==> config.mk <==
export PLATFORM = sky130hd
export DESIGN_NAME = dcs_top
export DESIGN_NICKNAME = d
export VERILOG_FILES = /design/src/dcs_fifo.v /design/src/dcs_top.v
export VERILOG_INCLUDE_DIRS = /design/src /design/src/src
export SDC_FILE = /design/constraint.sdc
export NUM_CORES = 2
export LEC_CHECK = 0
export CORE_MARGIN = 10
export CORE_UTILIZATION = 25
export CTS_BUF_LIST = sky130_fd_sc_hd__clkbuf_16
export DETAILED_ROUTE_END_ITERATION = 10
export DONT_BUFFER_PORTS = 1
export GPL_ROUTABILITY_DRIVEN = 0
export PLACE_DENSITY = 0.35
export REMOVE_ABC_BUFFERS = 1
export SLEW_MARGIN = 40
export SYNTH_ARGS = -nofsm -noshare
export SYNTH_HDL_FRONTEND = slang
export SYNTH_SLANG_ARGS = --single-unit
==> constraint.sdc <==
create_clock -name sys_clk_in -period 13.8 [get_ports sys_clk_in]
set_input_delay 2.76 -clock sys_clk_in [delete_from_list [all_inputs] [get_ports sys_clk_in]]
set_output_delay 2.76 -clock sys_clk_in [all_outputs]
set_load 0.01 [all_outputs]
==> src/dcs_defs.vh <==
// constants for the dma channel status register block
// ****************************************************************
// Overview of operation
// - each channel has a 16-bit writable buffer_b_base register, reset zero, giving the second buffer start.
// - each channel has a 16-bit writable peripheral pointer, reset zero, giving the peripheral address.
// - each channel has a 10-bit transfer tally in the low bits, upper bits read zero; a block is tally plus one transfers.
// - the clash status upper byte holds peripheral write clash flags, channel n at bit 8+n, cleared by software or by reset.
// - the clash status lower byte holds ram write clash flags, channel n at bit n, reset zero.
// - the read-only latest channel field at bits 11 to 8 of the state status resets to all ones.
// - after each transfer the latest channel field shows the channel number 0 to 7; codes 8 to 14 never appear.
// - state status bit n is the ping-pong select flag of channel n, one for buffer b, zero for buffer a, reset zero.
// - a read-only 16-bit latest ram pointer, reset zero, holds the last ram address used.
// - mode 00 continuous, 01 one-shot, 10 continuous ping-pong, 11 one-shot ping-pong with one block per buffer.
// - with the half option set the block event fires at half the data, otherwise after all of it.
// - each channel has a 16-bit primary buffer_a_base register giving the first buffer start.
// - direction one reads ram and writes the peripheral; zero reads the peripheral and writes ram.
// ****************************************************************
`ifndef DCS_DEFS_VH
`define DCS_DEFS_VH
// ****************************************************************
// register map: channel n at index {n, sub}, common block above
// ****************************************************************
`define DCS_SUB_CTRL 3'h0
`define DCS_SUB_ABASE 3'h1
`define DCS_SUB_BBASE 3'h2
`define DCS_SUB_PTR 3'h3
`define DCS_SUB_TALLY 3'h4
`define DCS_ADDR_CLASH 7'h40
`define DCS_ADDR_STATE 7'h41
`define DCS_ADDR_LRAM 7'h42
// ****************************************************************
// fields and reset values
// ****************************************************************
`define DCS_CTRL_MASK 16'hB003
`define DCS_CTRL_ON 15
`define DCS_CTRL_DIR 13
`define DCS_CTRL_HALF 12
`define DCS_MODE_ONESHOT 0
`define DCS_MODE_PP 1
`define DCS_TALLY_W 10
`define DCS_LCH_NONE 4'hF
`define DCS_RST16 16'h0000
`define DCS_FIFO_DEPTH 16
`define DCS_FIFO_AW 4
`endif

==> src/dcs_fifo.v <==
// synchronous fifo carrying transfer requests
`timescale 1ns/1ps
`default_nettype none
module dcs_fifo #(
    parameter W = 3,
    parameter D = 16,
    parameter AW = 4
) (
    input wire sys_clk_in,
    input wire rst_in,
    input wire ce_in,
    input wire in_valid_in,
    output wire in_ready_out,
    input wire [W-1:0] in_data_in,
    output wire out_valid_out,
    input wire out_ready_in,
    output wire [W-1:0] out_data_out
);
    reg [W-1:0] mem [0:D-1];
    reg [AW-1:0] wr_ptr_reg;
    reg [AW-1:0] rd_ptr_reg;
    reg [AW:0] fill_reg;
    wire push;
    wire pop;
    assign in_ready_out = (fill_reg != D[AW:0]) & ce_in;
    assign out_valid_out = (fill_reg != {(AW+1){1'b0}}) & ce_in;
    assign out_data_out = mem[rd_ptr_reg];
    assign push = in_valid_in & in_ready_out;
    assign pop = out_valid_out & out_ready_in;
    always @(posedge sys_clk_in) begin
        if (push) begin
            mem[wr_ptr_reg] <= in_data_in;
        end
    end
    always @(posedge sys_clk_in) begin
        if (rst_in) begin
            wr_ptr_reg <= {AW{1'b0}};
            rd_ptr_reg <= {AW{1'b0}};
            fill_reg <= {(AW+1){1'b0}};
        end else if (ce_in) begin
            if (push) begin
                wr_ptr_reg <= wr_ptr_reg + 1'b1;
            end
            if (pop) begin
                rd_ptr_reg <= rd_ptr_reg + 1'b1;
            end
            if (push & ~pop) begin
                fill_reg <= fill_reg + 1'b1;
            end else if (pop & ~push) begin
                fill_reg <= fill_reg - 1'b1;
            end
        end
    end
endmodule
`default_nettype wire

==> src/dcs_top.v <==
// eight-channel dma address, tally and shared status logic
`timescale 1ns/1ps
`default_nettype none
`include "dcs_defs.vh"
module dcs_top (
    input wire sys_clk_in,
    input wire rst_in,
    input wire ce_in,
    input wire [6:0] reg_addr_in,
    input wire [15:0] reg_wdata_in,
    input wire reg_wr_in,
    input wire reg_rd_in,
    output reg [15:0] reg_rdata_out,
    input wire req_valid_in,
    input wire [2:0] req_ch_in,
    output wire req_ready_out,
    input wire xfer_ready_in,
    output reg xfer_valid_out,
    output reg [2:0] xfer_ch_out,
    output reg xfer_dir_out,
    output reg [15:0] xfer_ram_addr_out,
    output reg [15:0] xfer_per_addr_out,
    output wire [7:0] blk_done_out,
    input wire cpu_per_wr_in,
    input wire [15:0] cpu_per_addr_in,
    input wire cpu_ram_wr_in,
    input wire [15:0] cpu_ram_addr_in
);
    // ****************************************************************
    // request queue
    // ****************************************************************
    wire fifo_valid;
    wire [2:0] fifo_ch;
    wire pop;
    wire fire;
    dcs_fifo #(
        .W(3),
        .D(`DCS_FIFO_DEPTH),
        .AW(`DCS_FIFO_AW)
    ) u_fifo (
        .sys_clk_in(sys_clk_in),
        .rst_in(rst_in),
        .ce_in(ce_in),
        .in_valid_in(req_valid_in),
        .in_ready_out(req_ready_out),
        .in_data_in(req_ch_in),
        .out_valid_out(fifo_valid),
        .out_ready_in(xfer_ready_in),
        .out_data_out(fifo_ch)
    );

    // ****************************************************************
    // per-channel registers
    // ****************************************************************
    wire [7:0] on_w;
    wire [7:0] dir_w;
    wire [7:0] pp_w;
    wire [127:0] abase_w;
    wire [127:0] bbase_w;
    wire [127:0] ptr_w;
    wire [127:0] count_w;
    wire [127:0] rd_ch_w;
    // a queued request for a channel that is off is dropped, not held
    assign pop = fifo_valid & xfer_ready_in;
    assign fire = pop & on_w[fifo_ch];

    genvar i;
    generate
        for (i = 0; i < 8; i = i + 1) begin : ch_g
            localparam [2:0] CH = i;
            reg [15:0] ctrl_reg;
            reg [15:0] abase_reg;
            reg [15:0] bbase_reg;
            reg [15:0] ptr_reg;
            reg [`DCS_TALLY_W-1:0] tally_reg;
            reg [`DCS_TALLY_W-1:0] count_reg;
            reg pp_reg;
            reg done_reg;
            wire wr_sel;
            wire hit;
            wire last;
            wire half_pt;
            wire pp_mode;
            wire one_shot;
            assign wr_sel = reg_wr_in & ~reg_addr_in[6] & (reg_addr_in[5:3] == CH);
            assign hit = fire & (fifo_ch == CH);
            assign last = (count_reg == tally_reg);
            assign half_pt = (count_reg == {1'b0, tally_reg[`DCS_TALLY_W-1:1]});
            assign pp_mode = ctrl_reg[`DCS_MODE_PP];
            assign one_shot = ctrl_reg[`DCS_MODE_ONESHOT];
            always @(posedge sys_clk_in) begin
                if (rst_in) begin
                    ctrl_reg <= `DCS_RST16;
                    abase_reg <= `DCS_RST16;
                    bbase_reg <= `DCS_RST16;
                    ptr_reg <= `DCS_RST16;
                    tally_reg <= {`DCS_TALLY_W{1'b0}};
                    count_reg <= {`DCS_TALLY_W{1'b0}};
                    pp_reg <= 1'b0;
                    done_reg <= 1'b0;
                end else if (ce_in) begin
                    done_reg <= 1'b0;
                    if (wr_sel) begin
                        case (reg_addr_in[2:0])
                            `DCS_SUB_CTRL: begin
                                ctrl_reg <= reg_wdata_in & `DCS_CTRL_MASK;
                                // re-arming restarts the block in buffer a
                                count_reg <= {`DCS_TALLY_W{1'b0}};
                                pp_reg <= 1'b0;
                            end
                            `DCS_SUB_ABASE: abase_reg <= reg_wdata_in;
                            `DCS_SUB_BBASE: bbase_reg <= reg_wdata_in;
                            `DCS_SUB_PTR: ptr_reg <= reg_wdata_in;
                            `DCS_SUB_TALLY: tally_reg <= reg_wdata_in[`DCS_TALLY_W-1:0];
                            default: ;
                        endcase
                    end
                    if (hit) begin
                        if (ctrl_reg[`DCS_CTRL_HALF] ? half_pt : last) begin
                            done_reg <= 1'b1;
                        end
                        if (last) begin
                            count_reg <= {`DCS_TALLY_W{1'b0}};
                            if (pp_mode) begin
                                pp_reg <= ~pp_reg;
                            end
                            if (one_shot & (~pp_mode | pp_reg)) begin
                                ctrl_reg[`DCS_CTRL_ON] <= 1'b0;
                            end
                        end else begin
                            count_reg <= count_reg + 1'b1;
                        end
                    end
                end
            end
            assign on_w[i] = ctrl_reg[`DCS_CTRL_ON];
            assign dir_w[i] = ctrl_reg[`DCS_CTRL_DIR];
            assign pp_w[i] = pp_reg;
            assign blk_done_out[i] = done_reg;
            assign abase_w[i*16 +: 16] = abase_reg;
            assign bbase_w[i*16 +: 16] = bbase_reg;
            assign ptr_w[i*16 +: 16] = ptr_reg;
            assign count_w[i*16 +: 16] = {6'h00, count_reg};
            assign rd_ch_w[i*16 +: 16] =
                (reg_addr_in[2:0] == `DCS_SUB_CTRL) ? ctrl_reg :
                (reg_addr_in[2:0] == `DCS_SUB_ABASE) ? abase_reg :
                (reg_addr_in[2:0] == `DCS_SUB_BBASE) ? bbase_reg :
                (reg_addr_in[2:0] == `DCS_SUB_PTR) ? ptr_reg :
                (reg_addr_in[2:0] == `DCS_SUB_TALLY) ? {6'h00, tally_reg} : 16'h0000;
        end
    endgenerate

    // ****************************************************************
    // transfer issue and shared status
    // ****************************************************************
    reg [15:0] clash_reg;
    reg [3:0] lch_reg;
    reg [15:0] lram_reg;
    wire [15:0] sel_base;
    wire [15:0] ram_addr;
    wire [7:0] ch_onehot;
    wire per_clash;
    wire ram_clash;
    wire [15:0] clash_set;
    wire [15:0] clash_clr;
    wire [15:0] state_word;
    assign sel_base = pp_w[fifo_ch] ? bbase_w[{fifo_ch, 4'h0} +: 16]
                                    : abase_w[{fifo_ch, 4'h0} +: 16];
    // post-increment addressing from the selected buffer start
    assign ram_addr = sel_base + count_w[{fifo_ch, 4'h0} +: 16];
    assign ch_onehot = 8'h01 << xfer_ch_out;
    assign per_clash = xfer_valid_out & xfer_dir_out & cpu_per_wr_in &
                       (cpu_per_addr_in == xfer_per_addr_out);
    assign ram_clash = xfer_valid_out & ~xfer_dir_out & cpu_ram_wr_in &
                       (cpu_ram_addr_in == xfer_ram_addr_out);
    assign clash_set = {per_clash ? ch_onehot : 8'h00, ram_clash ? ch_onehot : 8'h00};
    // writing zero clears a flag; a same-cycle set wins
    assign clash_clr = (reg_wr_in & (reg_addr_in == `DCS_ADDR_CLASH)) ? ~reg_wdata_in
                                                                      : 16'h0000;
    assign state_word = {4'h0, lch_reg, pp_w};

    always @(posedge sys_clk_in) begin
        if (rst_in) begin
            clash_reg <= `DCS_RST16;
            lch_reg <= `DCS_LCH_NONE;
            lram_reg <= `DCS_RST16;
            xfer_valid_out <= 1'b0;
            xfer_ch_out <= 3'h0;
            xfer_dir_out <= 1'b0;
            xfer_ram_addr_out <= 16'h0000;
            xfer_per_addr_out <= 16'h0000;
            reg_rdata_out <= 16'h0000;
        end else if (ce_in) begin
            clash_reg <= (clash_reg & ~clash_clr) | clash_set;
            xfer_valid_out <= fire;
            if (fire) begin
                xfer_ch_out <= fifo_ch;
                xfer_dir_out <= dir_w[fifo_ch];
                xfer_ram_addr_out <= ram_addr;
                xfer_per_addr_out <= ptr_w[{fifo_ch, 4'h0} +: 16];
                lch_reg <= {1'b0, fifo_ch};
                lram_reg <= ram_addr;
            end
            if (reg_rd_in) begin
                if (~reg_addr_in[6]) begin
                    reg_rdata_out <= rd_ch_w[{reg_addr_in[5:3], 4'h0} +: 16];
                end else if (reg_addr_in == `DCS_ADDR_CLASH) begin
                    reg_rdata_out <= clash_reg;
                end else if (reg_addr_in == `DCS_ADDR_STATE) begin
                    reg_rdata_out <= state_word;
                end else if (reg_addr_in == `DCS_ADDR_LRAM) begin
                    reg_rdata_out <= lram_reg;
                end else begin
                    reg_rdata_out <= 16'h0000;
                end
            end else begin
                reg_rdata_out <= 16'h0000;
            end
        end
    end
endmodule
`default_nettype wire

==> flow_summary.yaml <==
power:
  ir_worst_vdd_uv: 89.99
  leakage_nw: 14.72
  pwr_density_cell_nw_per_um2: 125.1
sta:
  timing.final.crit_period_ns: 7.406
  fin_worst_skew_ns: 0.03274
  worstMarginPinSlew_ns: 1.037
  final-setup-viol-count: 0
  report.final.slew_viol_count: 0
  max-slew-margin-rel_pct: 30.86
  timing.fmax_mhz: 135.0
  final.setup.tns_ns: 0
  final_period_utilization_pct: 53.66
  grt_setup_unrepaired: "no"
  report.final.hold_viol_count: 0
placed_design:
  hpwlAfterDp_mm: 141.4
  dp_cells: 7039
  numPortBuffers: 0
global_route:
  via_count_of_the_first_global_routing_pass: 36110
  grt_max_degree: 148
  overflow: 0
  grt_first_pass_wirelength_mm: 294.7
  grtUsageTotal_pct: 23.11
  initial_antenna_violation_count: 9
route:
  drt_drc_violations_left: 0
  post_drt_via_cell_ratio: 5.338
  drt_first_pass_iters: 6
  wire_per_inst_um: 29.13
  route.antenna.remaining_nets: 0
  drt-total-wl_mm: 210.4
  detail_route.iter0.violations: 4039
  detailroute.via_count: 38560
layout:
  mostFrequentLayoutCells: "1,576 x nand2_1, 690 x dfxtp_1, 686 x a21oi_1"
  area_delta_synth_final_pct: 12.42
  final_cells: 7224
  register_area_um2: 15250
  multi_input_gate_area_um2: 22870
  fraction_of_final_layout_cells_sized_beyond_drive_strength_1_pct: 7.618
  design.final.nets: 5163
  final_common_cell: "nand2_1"
  layout.filler_cells: 17260
cts:
  path_clk_slew_ns: 0.06
  tritoncts: "yes"
  ctsHoldBuffers: 0
  cts_resized: 0
  htree_num_levels: 3
  clockBufferDepth: 3
  numClockSinks: 738
  inserted_clock_buffers: 97
  clock_insertion_delay_worst_skew_ns: 0.73
  ctsRootBufferMaster: "clkbuf_16"
  post-cts-setup-buffer-count: 0
flow_run:
  drv.max_cap_violation_count: 0
floorplan:
  die-width_um: 418.6
  floorplan.initialDensity_pct: 25.10
  die_area_um2: 175200
  rows: 146
  core_area_um2: 158200
  io_pins: 129
  die_y_um: 418.6
synthesis:
  post_synth_inst_count: 5360
  ys.flop_type: "dfxtp_1"
  synth.lib_cells_used.distinct: 79
  synth-seq-area-share_pct: 38.41
  synth-edff-count: 48
  yosysWarningCount: 0
  asyncSetResetFlopFracSynth_pct: 0
  mappedNetlistArea_um2: 39710
  synth_seq_cells: 738
  synth.top_cell.area_share_pct: 34.78
  yosysTopAreaCell: "dfxtp_1"
  ys_top_cells_by_area: "dfxtp_1 35%, nand2_1 15%, a21oi_1 8.7%"
  syn-mean-instance-area_um2: 7.409
critical_path:
  critical_path_required_ns: 14.39
  timing.critical_path.fanout_max: 46
  endpoint_kind: "flip-flop"
  critical_path_class: "reg -> reg"
  setup.worst_path.start_class: "flip-flop"
  cp.arrival_ns: 7.99
min_path:
  min-delay-path-class: "reg -> reg"
run_status:
  status: "finished clean"
==> final cells by class <==
class	instances	area share, %
Antenna cell	6	0.03363
Clock buffer	100	5.605
Clock inverter	78	1.300
Inverter	29	0.2438
Multi-Input combinational cell	4125	51.22
Sequential cell	738	34.17
Tap cell	2072	5.807
Timing Repair Buffer	76	1.620
==> cell usage after synthesis, types with 10 or more instances <==
cell,n
a211oi_1,40
a21oi_1,688
a221oi_1,19
a22o_1,16
a22oi_1,33
a311oi_1,46
a31oi_1,39
and3_1,90
buf_1,51
buf_2,17
buf_4,12
clkbuf_1,382
dfxtp_1,690
edfxtp_1,48
ha_1,27
inv_1,29
mux2_2,34
mux2i_1,108
mux4_2,56
nand2_1,1599
nand2b_1,24
nand3_1,276
nand4_1,35
nand4b_1,13
nor2_1,294
nor2b_1,12
nor3_1,35
nor4_1,31
o211ai_1,18
o21ai_0,213
o21bai_1,12
o22ai_1,10
xnor2_1,85
xor2_1,141
==> per-layer routing <==
layer,share of wire [%],vias to the layer above,routed length (um),GRT usage (%)
met4,4.1,2,8635,8.628
met1,45,19120,93950,31.57
li1,-,17840,-,-
met2,45,1298,95600,36.75
met3,5.8,304,12210,3.261
met5,0.0057,-,12,0
==> metrics by stage <==
stage / setup WS [ns] / hold WS [ns] / util (%) / total power, mW / instance area [um2]
6_report: 6.394 / 0.4564 / 28.22 / 5.583 / 44640
2_1_floorplan: 2.992 / 0.4268 / - / 2.652 / 37840
3_3_place_gp: 6.486 / 0.4394 / 25.99 / 3.020 / 41110
5_1_grt: 5.798 / 0.4831 / 28.21 / 5.748 / 44630
3_5_place_dp: 6.343 / 0.4465 / 26.21 / 3.062 / 41460
4_1_cts: 6.301 / 0.4543 / 28.16 / 5.623 / 44540
==> critical path, stage by stage, from the launching register on <==
cell and delay (ns):
dfxtp_1 0.77, nand2b_1 0.20, a211oi_1 0.60, o32a_4 0.70
a211oi_2 0.08, a2bb2oi_1 0.15, nand2b_1 0.69, and2_1 0.46
buf_4 0.36, a311oi_1 0.09, a311oi_1 0.31, a31oi_1 0.16
ha_1 0.29, fa_1 0.48, a21o_1 0.20, a21oi_1 0.23
o21bai_1 0.09, a21oi_1 0.23, o21bai_1 0.09, a21oi_1 0.22
o21bai_1 0.09, a21oi_1 0.32, xor2_1 0.18, nor2_1 0.06
a21oi_1 0.13, nor2_1 0.06
==> cell families (layout without fill, tap and decap cells) <==
kind of cell / count (synthesis) / after routing / share of synthesized area, %
buffers and inverters: 497 / 283 / 5.000
AND/OR/NAND/NOR: 2461 / 2461 / 26.14
flip-flops: 738 / 738 / 38.41
XOR/XNOR: 226 / 226 / 4.984
multiplexers: 198 / 198 / 6.862
AO/OA/AOI/OAI: 1211 / 1211 / 17.65
adder cells (fa/ha/maj): 29 / 29 / 0.9515
other: 0 / 6 / 0
==> path summary, 6_finish.rpt <==
kind | from | endpoint | slack, ns | cells after the start
setup / recovery | flip-flop | lram_reg[10] | 6.39 | 25
hold / removal | ch_g[5].ptr_reg[6] | ch_g[5].ptr_reg[6] | 0.46 | 2
setup reg to reg | flip-flop | lram_reg[10] | 6.39 | 25
hold reg to reg | ch_g[5].ptr_reg[6] | ch_g[5].ptr_reg[6] | 0.46 | 2
==> power breakdown <==
part           internal, mW  total, mW  switching, mW
Combinational         0.216      0.841          0.625
Clock                  1.47       2.55           1.08
Sequential             2.17       2.19         0.0249
Total                  3.85       5.58           1.73
No activity file was read; power rests on OpenSTA's default activity.
